<file path="src/hw/afr_regs.svh">
// Constants for the amplifier fault and restart sequencer
`ifndef AFR_REGS_SVH
`define AFR_REGS_SVH

// ----------------------------------------------------------------
// Register map (byte addresses)
// ----------------------------------------------------------------
`define AFR_ADDR_W          8
`define AFR_REG_CTRL        8'h00
`define AFR_REG_STATUS      8'h04
`define AFR_REG_FAULT_LOG   8'h08
`define AFR_REG_RETRY_CNT   8'h0C

// ----------------------------------------------------------------
// Field positions and reset values
// ----------------------------------------------------------------
`define AFR_CTRL_EN_BIT     0
`define AFR_CTRL_RESET      1'h0
`define AFR_STAT_STATE_LSB  0
`define AFR_STAT_PWR_LSB    3
`define AFR_STAT_DISCH_BIT  5
`define AFR_STAT_SUPF_BIT   6
`define AFR_STAT_SHORT_BIT  7
`define AFR_LOG_W           5
`define AFR_LOG_OC_BIT      0
`define AFR_LOG_UV_BIT      1
`define AFR_LOG_OV_BIT      2
`define AFR_LOG_UB_BIT      3
`define AFR_LOG_SHORT_BIT   4
`define AFR_LOG_RESET       5'h00
`define AFR_RETRY_W         8
`define AFR_RETRY_RESET     8'h00

// ----------------------------------------------------------------
// Timing
// ----------------------------------------------------------------
`define AFR_CLK_KHZ         125000
`define AFR_RESTART_MS      100
`define AFR_SWITCH_KHZ      345
`define AFR_TMR_W           24
`define AFR_DIV_W           9
`define AFR_SYNC_W          10

`endif

</file>
<file path="src/hw/afr_pkg.sv">
// Types shared by the amplifier fault and restart sequencer
package afr_pkg;

	typedef enum logic [2:0] {
		AFR_ST_STANDBY     = 3'h0,
		AFR_ST_WINDOW      = 3'h1,
		AFR_ST_RUN         = 3'h2,
		AFR_ST_OC_WAIT     = 3'h3,
		AFR_ST_SUPPLY_WAIT = 3'h4
	} afr_state_t;

	typedef enum logic [2:0] {
		AFR_SEL_NONE   = 3'h0,
		AFR_SEL_CTRL   = 3'h1,
		AFR_SEL_STATUS = 3'h2,
		AFR_SEL_LOG    = 3'h3,
		AFR_SEL_RETRY  = 3'h4
	} afr_sel_t;

endpackage : afr_pkg

</file>
<file path="src/hw/afr_sync.sv">
// Two-stage synchroniser for the analog comparator inputs
`timescale 1ns/100ps
`include "afr_regs.svh"

module afr_sync (
	input  wire logic                   pclk,
	input  wire logic                   presetn,
	input  wire logic [`AFR_SYNC_W-1:0] async_in,
	output logic      [`AFR_SYNC_W-1:0] sync_out
);

	logic [`AFR_SYNC_W-1:0] meta;

	// ----------------------------------------------------------------
	// One pair of flops per comparator
	// ----------------------------------------------------------------
	genvar i;
	generate
		for (i = 0; i < `AFR_SYNC_W; i++) begin : g_bit
			always_ff @(posedge pclk or negedge presetn) begin
				if (!presetn) begin
					meta[i]     <= 1'b0;
					sync_out[i] <= 1'b0;
				end else begin
					meta[i]     <= async_in[i];
					sync_out[i] <= meta[i];
				end
			end
		end
	endgenerate

endmodule : afr_sync

</file>
<file path="src/hw/afr_timer.sv">
// Shared restart delay timer
`timescale 1ns/100ps
`include "afr_regs.svh"

module afr_timer #(
	parameter int CYCLES = `AFR_RESTART_MS * `AFR_CLK_KHZ
) (
	input  wire logic pclk,
	input  wire logic presetn,
	input  wire logic hold,
	output logic      done
);

	logic [`AFR_TMR_W-1:0] count;
	logic                  hit;

	assign hit = (count == `AFR_TMR_W'(CYCLES - 1));

	// ----------------------------------------------------------------
	// Count while released, restart from zero on every hold
	// ----------------------------------------------------------------
	always_ff @(posedge pclk or negedge presetn) begin
		if (!presetn) begin
			count <= '0;
		end else if (hold || hit) begin
			count <= '0;
		end else begin
			count <= count + `AFR_TMR_W'(1);
		end
	end

	always_ff @(posedge pclk or negedge presetn) begin
		if (!presetn) begin
			done <= 1'b0;
		end else begin
			done <= !hold && hit;
		end
	end

endmodule : afr_timer

</file>
<file path="src/hw/afr_sequencer.sv">
// Fault handling and restart sequencer for a two-channel class-D stage
//
// Contract
// - Overcurrent turns that output's switches off
// - Re-enable next switching cycle, cut again if needed
// - Empty protect capacitor forces complete shutdown
// - Retry switch-on every 100 ms
// - No overcurrent at retry: stay operating
// - Startup short check halts until short removed
// - Short check passes before stages enabled
// - Each retry reruns the short check
// - Undervoltage shuts down, restarts 100 ms later
// - Overvoltage shuts down, restarts 100 ms later
// - Rail unbalance triggers shutdown
// - Unbalance cleared: restart after 100 ms
// - Discharge protect capacitor during overcurrent
//
// The register addresses and the APB slave port were decided locally.
`timescale 1ns/100ps
`include "afr_regs.svh"

module afr_sequencer #(
	parameter int RESTART_CYCLES = `AFR_RESTART_MS * `AFR_CLK_KHZ
) (
	input  wire logic                   pclk,
	input  wire logic                   presetn,
	input  wire logic                   psel,
	input  wire logic                   penable,
	input  wire logic                   pwrite,
	input  wire logic [`AFR_ADDR_W-1:0] paddr,
	input  wire logic [31:0]            pwdata,
	output logic      [31:0]            prdata,
	output logic                        pready,
	output logic                        pslverr,
	input  wire logic [1:0]             overcurrent_guard,
	input  wire logic [1:0]             short_positive_power_rail,
	input  wire logic [1:0]             short_negative_power_rail,
	input  wire logic                   prot_empty,
	input  wire logic                   undervoltage,
	input  wire logic                   overvoltage,
	input  wire logic                   rail_unbalance,
	output logic      [1:0]             power_en,
	output logic                        prot_discharge,
	output logic                        short_check,
	output afr_pkg::afr_state_t         seq_state
);
	import afr_pkg::*;

	localparam int SWITCH_CYCLES = `AFR_CLK_KHZ / `AFR_SWITCH_KHZ;

	// ----------------------------------------------------------------
	// Comparator synchronisation
	// ----------------------------------------------------------------
	logic [`AFR_SYNC_W-1:0] sync_bus;
	logic [1:0]             oc_s;
	logic [1:0]             shp_s;
	logic [1:0]             shn_s;
	logic                   prot_empty_s;
	logic                   uv_s;
	logic                   ov_s;
	logic                   ub_s;

	afr_sync u_sync (
		.pclk     (pclk),
		.presetn  (presetn),
		.async_in ({overcurrent_guard, short_positive_power_rail,
		            short_negative_power_rail, prot_empty,
		            undervoltage, overvoltage, rail_unbalance}),
		.sync_out (sync_bus)
	);

	assign {oc_s, shp_s, shn_s, prot_empty_s, uv_s, ov_s, ub_s} = sync_bus;

	logic supply_fault;
	logic short_any;

	assign supply_fault = uv_s || ov_s || ub_s;
	assign short_any    = |{shp_s, shn_s};

	// ----------------------------------------------------------------
	// Switching cycle enable
	// ----------------------------------------------------------------
	logic [`AFR_DIV_W-1:0] div_cnt;
	logic                  cycle_start;

	always_ff @(posedge pclk or negedge presetn) begin
		if (!presetn) begin
			div_cnt     <= '0;
			cycle_start <= 1'b0;
		end else if (div_cnt == `AFR_DIV_W'(SWITCH_CYCLES - 1)) begin
			div_cnt     <= '0;
			cycle_start <= 1'b1;
		end else begin
			div_cnt     <= div_cnt + `AFR_DIV_W'(1);
			cycle_start <= 1'b0;
		end
	end

	// ----------------------------------------------------------------
	// Restart timer
	// ----------------------------------------------------------------
	logic timer_hold;
	logic timer_done;
	logic ctrl_en;

	// delay counts only after last fault clears
	assign timer_hold = supply_fault ||
	                    !(seq_state == AFR_ST_OC_WAIT || seq_state == AFR_ST_SUPPLY_WAIT);

	// one timer for every restart delay
	afr_timer #(
		.CYCLES (RESTART_CYCLES)
	) u_timer (
		.pclk    (pclk),
		.presetn (presetn),
		.hold    (timer_hold),
		.done    (timer_done)
	);

	// ----------------------------------------------------------------
	// Sequencer
	// ----------------------------------------------------------------
	afr_state_t next_state;

	always_comb begin
		next_state = seq_state;
		if (!ctrl_en) begin
			next_state = AFR_ST_STANDBY;
		end else if (supply_fault) begin
			next_state = AFR_ST_SUPPLY_WAIT;
		end else begin
			case (seq_state)
				AFR_ST_STANDBY: begin
					next_state = AFR_ST_WINDOW;
				end
				AFR_ST_WINDOW: begin
					next_state = short_any ? AFR_ST_WINDOW : AFR_ST_RUN;
				end
				AFR_ST_RUN: begin
					next_state = prot_empty_s ? AFR_ST_OC_WAIT : AFR_ST_RUN;
				end
				AFR_ST_OC_WAIT: begin
					next_state = timer_done ? AFR_ST_WINDOW : AFR_ST_OC_WAIT;
				end
				AFR_ST_SUPPLY_WAIT: begin
					next_state = timer_done ? AFR_ST_WINDOW : AFR_ST_SUPPLY_WAIT;
				end
				default: begin
					next_state = AFR_ST_STANDBY;
				end
			endcase
		end
	end

	always_ff @(posedge pclk or negedge presetn) begin
		if (!presetn) begin
			seq_state <= AFR_ST_STANDBY;
		end else begin
			seq_state <= next_state;
		end
	end

	// ----------------------------------------------------------------
	// Cycle-by-cycle cut-off and stage gating
	// ----------------------------------------------------------------
	logic [1:0] cut;
	logic [1:0] next_cut;

	// overcurrent wins over the cycle release
	assign next_cut = oc_s | (cut & ~{2{cycle_start}});

	always_ff @(posedge pclk or negedge presetn) begin
		if (!presetn) begin
			cut <= 2'h0;
		end else begin
			cut <= next_cut;
		end
	end

	// stages only run after the check
	always_ff @(posedge pclk or negedge presetn) begin
		if (!presetn) begin
			power_en <= 2'h0;
		end else begin
			power_en <= {2{next_state == AFR_ST_RUN}} & ~next_cut;
		end
	end

	always_ff @(posedge pclk or negedge presetn) begin
		if (!presetn) begin
			prot_discharge <= 1'b0;
		end else begin
			prot_discharge <= (next_state == AFR_ST_RUN) && (|oc_s);
		end
	end

	always_ff @(posedge pclk or negedge presetn) begin
		if (!presetn) begin
			short_check <= 1'b0;
		end else begin
			short_check <= (next_state == AFR_ST_WINDOW);
		end
	end

	// ----------------------------------------------------------------
	// Event log and retry count
	// ----------------------------------------------------------------
	logic [`AFR_LOG_W-1:0]   fault_log;
	logic [`AFR_LOG_W-1:0]   log_set;
	logic [`AFR_LOG_W-1:0]   log_clr;
	logic [`AFR_RETRY_W-1:0] retry_cnt;
	logic                    wr_access;
	afr_sel_t                sel;

	always_comb begin
		log_set                     = '0;
		log_set[`AFR_LOG_OC_BIT]    = (seq_state == AFR_ST_RUN) &&
		                              (next_state == AFR_ST_OC_WAIT);
		log_set[`AFR_LOG_UV_BIT]    = uv_s;
		log_set[`AFR_LOG_OV_BIT]    = ov_s;
		log_set[`AFR_LOG_UB_BIT]    = ub_s;
		log_set[`AFR_LOG_SHORT_BIT] = (seq_state == AFR_ST_WINDOW) && short_any;
	end

	assign log_clr = (wr_access && sel == AFR_SEL_LOG) ? pwdata[`AFR_LOG_W-1:0] : '0;

	// Set beats a write-one clear in the same cycle
	always_ff @(posedge pclk or negedge presetn) begin
		if (!presetn) begin
			fault_log <= `AFR_LOG_RESET;
		end else begin
			fault_log <= (fault_log & ~log_clr) | log_set;
		end
	end

	// count each 100 ms retry attempt
	always_ff @(posedge pclk or negedge presetn) begin
		if (!presetn) begin
			retry_cnt <= `AFR_RETRY_RESET;
		end else if (seq_state == AFR_ST_OC_WAIT && next_state == AFR_ST_WINDOW) begin
			retry_cnt <= retry_cnt + `AFR_RETRY_W'(1);
		end
	end

	// ----------------------------------------------------------------
	// APB slave, no wait states, read data still come from a flop
	// ----------------------------------------------------------------
	function automatic afr_sel_t decode(input logic [`AFR_ADDR_W-1:0] addr);
		if (addr == `AFR_REG_CTRL) begin
			return AFR_SEL_CTRL;
		end else if (addr == `AFR_REG_STATUS) begin
			return AFR_SEL_STATUS;
		end else if (addr == `AFR_REG_FAULT_LOG) begin
			return AFR_SEL_LOG;
		end else if (addr == `AFR_REG_RETRY_CNT) begin
			return AFR_SEL_RETRY;
		end else begin
			return AFR_SEL_NONE;
		end
	endfunction : decode

	assign sel       = decode(paddr);
	assign wr_access = psel && penable && pready && pwrite && (sel != AFR_SEL_NONE);

	logic [31:0] status_word;
	logic [31:0] rd_word;

	always_comb begin
		status_word = '0;
		status_word[`AFR_STAT_STATE_LSB +: $bits(afr_state_t)] = seq_state;
		status_word[`AFR_STAT_PWR_LSB +: 2]                    = power_en;
		status_word[`AFR_STAT_DISCH_BIT]                       = prot_discharge;
		status_word[`AFR_STAT_SUPF_BIT]                        = supply_fault;
		status_word[`AFR_STAT_SHORT_BIT]                       = short_any;
		rd_word = '0;
		case (decode(paddr))
			AFR_SEL_CTRL:   rd_word[`AFR_CTRL_EN_BIT] = ctrl_en;
			AFR_SEL_STATUS: rd_word = status_word;
			AFR_SEL_LOG:    rd_word[`AFR_LOG_W-1:0] = fault_log;
			AFR_SEL_RETRY:  rd_word[`AFR_RETRY_W-1:0] = retry_cnt;
			default:        rd_word = '0;
		endcase
	end

	always_ff @(posedge pclk or negedge presetn) begin
		if (!presetn) begin
			pready  <= 1'b0;
			pslverr <= 1'b0;
			prdata  <= '0;
		end else begin
			pready  <= psel && !penable;
			pslverr <= psel && !penable && (sel == AFR_SEL_NONE);
			prdata  <= (psel && !penable && !pwrite) ? rd_word : '0;
		end
	end

	always_ff @(posedge pclk or negedge presetn) begin
		if (!presetn) begin
			ctrl_en <= `AFR_CTRL_RESET;
		end else if (wr_access && sel == AFR_SEL_CTRL) begin
			ctrl_en <= pwdata[`AFR_CTRL_EN_BIT];
		end
	end
endmodule : afr_sequencer

</file>
<file path="config.mk">
export PLATFORM = sky130hd
export DESIGN_NAME = afr_sequencer
export DESIGN_NICKNAME = d
export VERILOG_FILES = /design/src/hw/afr_pkg.sv /design/src/hw/afr_sync.sv /design/src/hw/afr_timer.sv /design/src/hw/afr_sequencer.sv
export VERILOG_INCLUDE_DIRS = /design/src /design/src/hw
export SDC_FILE = /design/constraint.sdc
export NUM_CORES = 1
export LEC_CHECK = 0
export BUFFER_PORTS_ARGS = -buffer_cell sky130_fd_sc_hd__clkbuf_2
export CAP_MARGIN = 20
export CORE_ASPECT_RATIO = 1.2
export CORE_MARGIN = 2
export CORE_UTILIZATION = 57
export CTS_CLUSTER_DIAMETER = 60
export DETAILED_ROUTE_END_ITERATION = 8
export PLACE_DENSITY = 0.85
export SLEW_MARGIN = 25
export SYNTH_ARGS = -nofsm -noshare
export SYNTH_HDL_FRONTEND = slang
export SYNTH_SLANG_ARGS = --single-unit
</file>
<file path="constraint.sdc">
create_clock -name pclk -period 3.97 [get_ports pclk]
set_input_delay 0.397 -clock pclk [delete_from_list [all_inputs] [get_ports pclk]]
set_output_delay 0.397 -clock pclk [all_outputs]
set_load 0.02 [all_outputs]
</file>
=== Yosys cells after proc, flatten, opt, wreduce, memory -nomap -nowiden ===
Index checks and enable logic that the tools add are counted.

* Add/subtract/negate cells: 3
* Equal/unequal tests: 16
* Muxes and demuxes: 19
* Bitwise logic cells: 8
* Reduce and logical (&&, ||, !) cells: 29

{| class="wikitable"
|+ Operators by type and width
! kind !! count
|-
| adder 24 x 1 -> 24 bit, second input constant || 1
|-
| == test 24 bit, second input constant || 1
|-
| two-way mux 24 bit || 1
|-
| two-way mux 3 bit || 7
|-
| == test 3 x 2 -> 1 bit, second input constant || 6
|-
| == test 8 x 4 -> 1 bit, second input constant || 2
|-
| case mux 3 bit (5 select lines) || 1
|-
| logical AND 1 bit || 14
|-
| case mux 4 bit (3 select lines) || 1
|-
| adder 9 x 1 -> 9 bit, second input constant || 1
|-
| == test 3 x 1 -> 1 bit, second input constant || 3
|-
| == test 9 bit, second input constant || 1
|-
| two-way mux 9 bit || 1
|-
| adder 8 x 1 -> 8 bit, second input constant || 1
|-
| == test 8 x 3 -> 1 bit, second input constant || 1
|-
| zero test 8 bit || 1
|-
| two-way mux 8 bit || 1
|-
| == test 3 bit, second input constant || 2
|-
| zero test 3 bit || 2
|-
| case mux 3 bit (2 select lines) || 1
|-
| AND 5 bit || 1
|-
| logical OR 1 bit || 5
|-
| two-way mux 5 bit || 1
|-
| inverter 5 bit || 1
|-
| 11 further kinds || 18
|}

* Flip-flop bits (word level): 88
* Bits of input ports: 55
* Output and inout bits: 41
* Logic and storage cells: 110

=== Longest topological paths before layout ===
Gate-level depths: netlist of the first run.

* Depth in word-level cells: 12
* Mapped depth: 6

=== Hierarchy ===
A second synthesis of the first run with hierarchy kept.

* Cells, all modules: 372
* Area total of the unflattened synthesis: 4028.9 sq um

{| class="wikitable"
|+ Modules (own cells, without submodules)
! module !! instances !! cells an instance !! area an instance (sq um) !! seq. area each (sq um)
|-
| afr_sequencer || 1 || 211 || 2237.1 || 1076.0
|-
| afr_timer || 1 || 141 || 1291.2 || 625.6
|-
| afr_sync || 1 || 20 || 500.5 || 500.5
|}

=== Worst setup path before layout of the first run ===
No wires, ideal clock.

* Path type: register -> register
* From: register u_timer.count[0]
* To: register u_timer.count[20]
* Arrival time: 1824 ps
* Required time: 3892 ps
* Path slack: 2068 ps
* Stages on the path, launching flop included: 7
* Buffers on the path: 1
* Clock period less this slack: 1902 ps
* Cells stage by stage: dfrtp_1 > ha_1 > nand4_1 > or3_1 > clkbuf_2 > or4_1 > a21oi_1

* Longest elaborated chain between the ends: 3
* Elaborated cells on any way between the ends: 4
* Those cells by class: add/sub (1); eq/ne (1); mux (1); reduce/logical (1)

{| class="wikitable"
|+ RTL lines
! what !! RTL line !! RTL
|-
| start: declaration || afr_timer.sv:14 || <nowiki>logic [`AFR_TMR_W-1:0] count;</nowiki>
|-
| start signal: assignment || afr_timer.sv:28 || <nowiki>count <= count + `AFR_TMR_W'(1);</nowiki>
|-
| parallel branches: the longest is 2 deep, another holds adder 24 x 1 -> 24 bit || n/a ||
|-
| two-way mux 24 bit (*) || afr_timer.sv:25 || <nowiki>end else if (hold || hit) begin</nowiki>
|}

Every way passes the cells marked *.
A chain may end at the register's enable or synchronous reset.

=== Worst setup path after layout of the first run ===
* From: register u_timer.count[0]
* To: register u_timer.count[22]

Same word-level chain as after synthesis.

==> results.yml, run 1 <==
power_and_ir_drop:
  irDropWorstVdd_mv: 0.174
  p_switching_mw: 0.396
  sequentialPowerShare_pct: 58.5
  sw_frac_of_total_pct: 25.4
  power_mw: 1.56
  power_leakage_nw: 1.89
  pwr-share-clk_pct: 37.2
  combPwrFrac_pct: 4.2
  intPower_mw: 1.16
  p_per_area_nw_per_um2: 365
critical_path:
  critical_path.max_fanout: 5
  crit_path_start_kind: "register"
  path_class: "reg2reg"
  arrival_ns: 2.42
  cp.required_ns: 4.26
  worst-r2r-setup-slack_ns: 1.84
  critical_path.endpoint_type: "register"
cts:
  cts_tree: "done"
  cts_buffers: 9
  htreeDepth: 3
  cts_resized: 0
  clock_latency_ns: 0.37
  hold_buffers: 0
  root_buffer: "clkbuf_8"
  cts_max_path_buffers: 2
  cts_setup_buffers: 0
  clk_pin_slew_ns: 0.09
  cts.sink_count: 88
yosys:
  yosysMostFrequentCell: "dfrtp_1"
  ys_seq_area_share_pct: 56.6
  synth_area_leaders: "dfrtp_1 57%, buf_4 4.6%, nor2_1 4.4%"
  synthFlopType: "dfrtp_1"
  synth-seq-cells: 88
  synth_edf_count: 0
  synth.cell_area_um2: 3890
  synth_top_area_cell: "dfrtp_1"
  synth_top_area_share_pct: 56.6
  synth.distinct_cells: 48
  syn_inst: 356
  syn_area_per_cell_um2: 10.9
  synthArstFlopShare_pct: 100
  ys_warn_count: 0
  netlist_top_cells_count: "88 x dfrtp_1, 46 x nor2_1, 24 x buf_4"
sta:
  period_share_pct: 53.6
  fin_crit_ns: 2.13
  fmax_ghz: 0.470
  max-slew-margin-rel_pct: 47.5
  whs_ns: 0.0668
  finalSetupViolations: 0
  drv_slew: 0
  finClkSkew_ns: 0.0128
  tns_ns: 0
  tightest_slew_ns: 0.780
  hold_viol: 0
  rsz0062_at_grt: "no"
global_routing:
  grt_pass1_vias: 2591
  grt_pass1_wl_mm: 11.5
  grt_usage_pct: 20.0
  overflow: 0
  antenna_found_initial: 0
  grt_max_degree: 89
layout:
  area_growth_syn_to_layout_pct: 9.61
  final_cells: 490
  final_layout_size_suffix_gt1_share_pct: 18.4
  fillers: 506
  fin_area_um2: 4270
  diodes: 0
  fin_nets: 457
route:
  vias: 2686
  firstDrtPassIters: 5
  wl_per_cell_um: 14.0
  drc_errors: 0
  drt_iter0_drc: 144
  drtAntennaViolNets: 0
  routed_wl_mm: 6.88
  via_per_inst: 5.48
flow_run:
  drv_cap: 0
floorplanning:
  die_w_um: 79.5
  rows: 33
  num_io_pins: 96
  design.core.area_um2: 6730
  dieArea_um2: 7510
  initial_utilization_pct: 57.9
  die_h_um: 94.5
placed_design:
  dp_cells: 474
  gp_congestion: 0.796
  hpwl_mm: 4.75
  dpl_cell_area_um2: 4080
  portBuffers: 44
outcome:
  outcome: "finished, final reports clean"
worst_hold_path:
  hp-class: "in2async"
## cell families after synthesis
family	synth area share [%]
compound gates	7.39
fa+ha+maj	1.29
mux	2.44
flops	56.6
xor+xnor	5.62
simple gates	19.6
other cells	0.0963
buf+inv	7.04
## critical path: stages (launching register included)
cell	delay, ns
dfrtp_1	0.41
ha_1	0.25
nand4_1	0.20
or3_1	0.53
or4_1	0.52
a21oi_1	0.16
## final timing paths
kind,to,cells after the start,start
hold reg to reg,u_sync.sync_out[7]$_DFF_PN0_,0,u_sync.meta[7]$_DFF_PN0_
min in group pclk,u_sync.meta[0]$_DFF_PN0_,1,rail_unbalance
setup reg to reg,u_timer.count[22]$_DFF_PN0_,5,u_timer.count[0]$_DFF_PN0_
max in group asynchronous,cut[1]$_DFF_PN0_,1,presetn
setup / recovery,u_timer.count[22]$_DFF_PN0_,5,u_timer.count[0]$_DFF_PN0_
hold / removal,retry_cnt[4]$_DFFE_PN0P_,1,presetn
## flip-flops by register name (all words and copies together) (netlist names), 2 cells and up
register and flops:
u_timer.count 24, u_sync.meta 10, u_sync.sync_out 10, div_cnt 9, prdata 8, retry_cnt 8, fault_log 5, seq_state 3
cut 2, power_en 2
## final cells by class
| type | count | area, µm² | area share (%) |
|---|---|---|---|
| inverter | 10 | 37.5 | 0.880 |
| sequential | 88 | 2200 | 51.6 |
| clock inverter | 7 | 65.1 | 1.52 |
| clock buffer | 9 | 124 | 2.90 |
| multi-input combinational | 245 | 1500 | 35.2 |
| timing repair buffer | 44 | 226 | 5.31 |
| tap | 87 | 109 | 2.55 |
## power groups by stage
stage | Combinational [mW] | Clock (mW) | Sequential [mW]
after CTS | 0.0665 | 0.590 | 0.912
after global routing | 0.0740 | 0.627 | 0.913
final | 0.0661 | 0.579 | 0.912
after detailed placement | 0.0663 | 0 | 0.930
after global placement | 0.0651 | 0 | 0.929
after floorplan | 0.0489 | 0 | 0.930
## per-layer routing
metal  share of wire, %  up-vias  GRT usage [%]
met5                  0        -              0
met2                 52       89           33.0
met3                4.9       11           3.06
met4                2.4        0           12.8
met1                 41     1314           24.5
li1                   -     1272              -
## cells in the final DEF, fill, tap and decap left out, drive strengths merged, types with 5 or more instances in the layout
cell type,n
clkbuf,52
dfrtp,88
nor2b,7
or3,5
or4,7
inv,13
a21o,6
nor2,46
xor2,10
nand2,14
xnor2,15
o31ai,6
mux2i,5
nand4,6
conb,24
nor4,9
nand3,21
and3,5
a21oi,18
## metrics by stage
step / worst slack (ns) / util [%]
floorplan: 2.07 / -
global placement: 1.98 / 60.6
detailed placement: 1.88 / 60.6
CTS: 1.85 / 63.4
global route: 1.69 / 63.4
finish: 1.84 / 63.4
Note: power is estimated with default switching activity, not from simulation.
==> inputs of run 2 (changes only) <==
Settings changed: CORE_UTILIZATION 57 to 48, PLACE_DENSITY 0.85 to 0.76.
Clock period 3.97 ns to 1.9 ns, I/O delays scaled along.
==> run 2 against run 1 <==
Compared with the run above:
- sequential cell count did not move
- via count rose by 4.8%
- wire length rose by 5.1%
- clock skew barely moved
- critical path type unchanged
- critical endpoint is now u_timer.count[11]$_DFF_PN0_
- largest power group unchanged
==> results.yml, run 2 (synthesis results as in run 1) <==
outcome:
  outcome: "finished, final reports clean"
critical_path:
  path_depth: 5
  worstPathCellList: "nand2_2 > or4_4 > buf_4 > or3_1 > a21oi_1"
  slowest_stage: "or4_4"
  crit_start: "u_timer.count[9]$_DFF_PN0_"
  cp.required_ns: 2.18
  reg2reg_from: "u_timer.count[9]$_DFF_PN0_"
  worst_path_dominant_cell_family: "simple AND/OR/NAND/NOR gates"
  crit_end: "u_timer.count[11]$_DFF_PN0_"
  path_class: "reg2reg"
  critical_path.max_fanout: 12
  crit_buf_inv: 1
  worst_path_largest_cell_delay_ns: 0.61
  reg2reg_depth: 5
  worst-r2r-setup-slack_ns: 0.1
  critical_path.endpoint_type: "register"
  r2r_end: "u_timer.count[11]$_DFF_PN0_"
  arrival_ns: 2.08
  crit_path_start_kind: "register"
floorplanning:
  initial_utilization_pct: 48.6
  die_h_um: 103
  dieArea_um2: 8850
  die_w_um: 86.2
  rows: 36
  num_io_pins: 96
  design.core.area_um2: 8020
sta:
  finClkSkew_ns: 0.0132
  fmax_ghz: 0.556
  rsz0062_at_grt: "no"
  period_share_pct: 94.7
  max-slew-margin-rel_pct: 60.2
  tns_ns: 0
  tightest_slew_ns: 0.594
  hold_viol: 0
  finalSetupViolations: 0
  drv_slew: 0
  fin_crit_ns: 1.80
layout:
  final-seq-area_um2: 2200
  fin_util_pct: 58.9
  final_common_cell: "dfrtp_1"
  fillers: 668
  fin_nets: 503
  top_regs: "u_timer.count: 24 flops, u_sync.meta: 10 flops, u_sync.sync_out: 10 flops"
  largest_reg_flops: 24
  area_growth_syn_to_layout_pct: 21.2
  max_flop_register: "u_timer.count"
  final_layout_size_suffix_gt1_share_pct: 26.7
  multi_input_area_um2: 1560
  most-common-layout-cells: "88 x dfrtp_1, 45 x nor2_1, 43 x clkbuf_2"
  diodes: 0
route:
  drtAntennaViolNets: 0
  routed-wl-met3_um: 253
  via_per_inst: 5.17
  firstDrtPassIters: 4
  wl_met1_mm: 3.15
  wl_met2_mm: 3.64
  routed_wl_mm: 7.23
  topRoutingLayerUsed: "met4"
  wl_per_cell_um: 13.3
  drt_iter0_drc: 95
  vias: 2815
  drc_errors: 0
power_and_ir_drop:
  power_leakage_nw: 2.13
  irDropWorstVdd_mv: 0.317
  p_per_area_nw_per_um2: 695
cts:
  cts_buffers: 9
  cts_max_path_buffers: 2
  cts_tree: "done"
  clk_pin_slew_ns: 0.09
  root_buffer: "clkbuf_8"
  clock_latency_ns: 0.36
  cts.sink_count: 88
  htreeDepth: 3
global_routing:
  overflow: 0
  grt_usage_pct: 17.3
  grt_max_degree: 66
  grt_pass1_vias: 2689
  grt_pass1_wl_mm: 11.9
  antenna_found_initial: 0
placed_design:
  hpwl_mm: 5.07
  gp_congestion: 0.799
  portBuffers: 44
flow_run:
  drv_cap: 0
worst_hold_path:
  hp-class: "in2reg"
[run 2: cell types whose count changed in the layout (fill, tap and decap cells not counted), moves of 3 or more]
cell           change
buf_4             +34
dlygate4sd3_1     +12
a21oi_1            -3
a21oi_2            +3
[run 2: worst register-to-register path, stage by stage (launching register included)]
cell     delay (ns)
dfrtp_1        0.41
nand2_2        0.09
or4_4          0.61
buf_4          0.18
or3_1          0.30
a21oi_1        0.14
[run 2: metal layers]
metal  GRT usage, %  up-vias
li1               -     1363
met1           20.6     1375
met2           29.3       63
met3           3.84       14
met4           9.38        0
met5              0        -
[run 2: area by class of cell]
class	count	area share, %
clock buffers	10	2.92
clock inverters	6	1.06
inverters	10	0.795
multi-input cells	245	33.1
flip-flops and latches	88	46.7
well taps	95	2.52
repair buffers	90	12.9
[run 2: worst min-delay path by stage]
stage,start,cells after the start,endpoint
final,psel,2,pready$_DFF_PN0_
after global routing,psel,2,pready$_DFF_PN0_
after CTS,penable,2,pready$_DFF_PN0_
after detailed placement,presetn,1,u_timer.count[21]$_DFF_PN0_
after global placement,presetn,1,u_timer.count[21]$_DFF_PN0_
after floorplan,presetn,0,ctrl_en$_DFFE_PN0P_
[run 2: repair_timing]
item | 4_1_cts | 5_1_grt
resized for setup | 0 | 13
gates cloned | 0 | 0
pin swaps | 0 | 7
hold buffers | 11 | 1
hold endpoints to repair | 33 | 1
setup endpoints to repair | 2 | 17
buffers inserted | 0 | 3
[run 2: report_power, final]
| part | switching [mW] | internal, mW | total (mW) | leakage, nW |
|---|---|---|---|---|
| clock network | 0.685 | 0.524 | 1.21 | 0.0895 |
| registers | 0.00886 | 1.90 | 1.90 | 1.14 |
| logic | 0.110 | 0.0565 | 0.167 | 0.899 |
| total | 0.805 | 2.48 | 3.28 | 2.13 |
[run 2: metrics by stage]
stage	cells	setup slack [ns]	power, mW	cell area [µm²]	hold slack [ns]
CTS	540	-0.00569	3.31	4630	0.00345
global placement	513	0.0425	2.09	4330	0.122
floorplan	379	0.00631	2.04	3980	-0.106
finish	544	0.0999	3.28	4720	0.0895
global route	544	0.00322	3.44	4720	0.0739
detailed placement	513	0.0240	2.09	4330	0.124
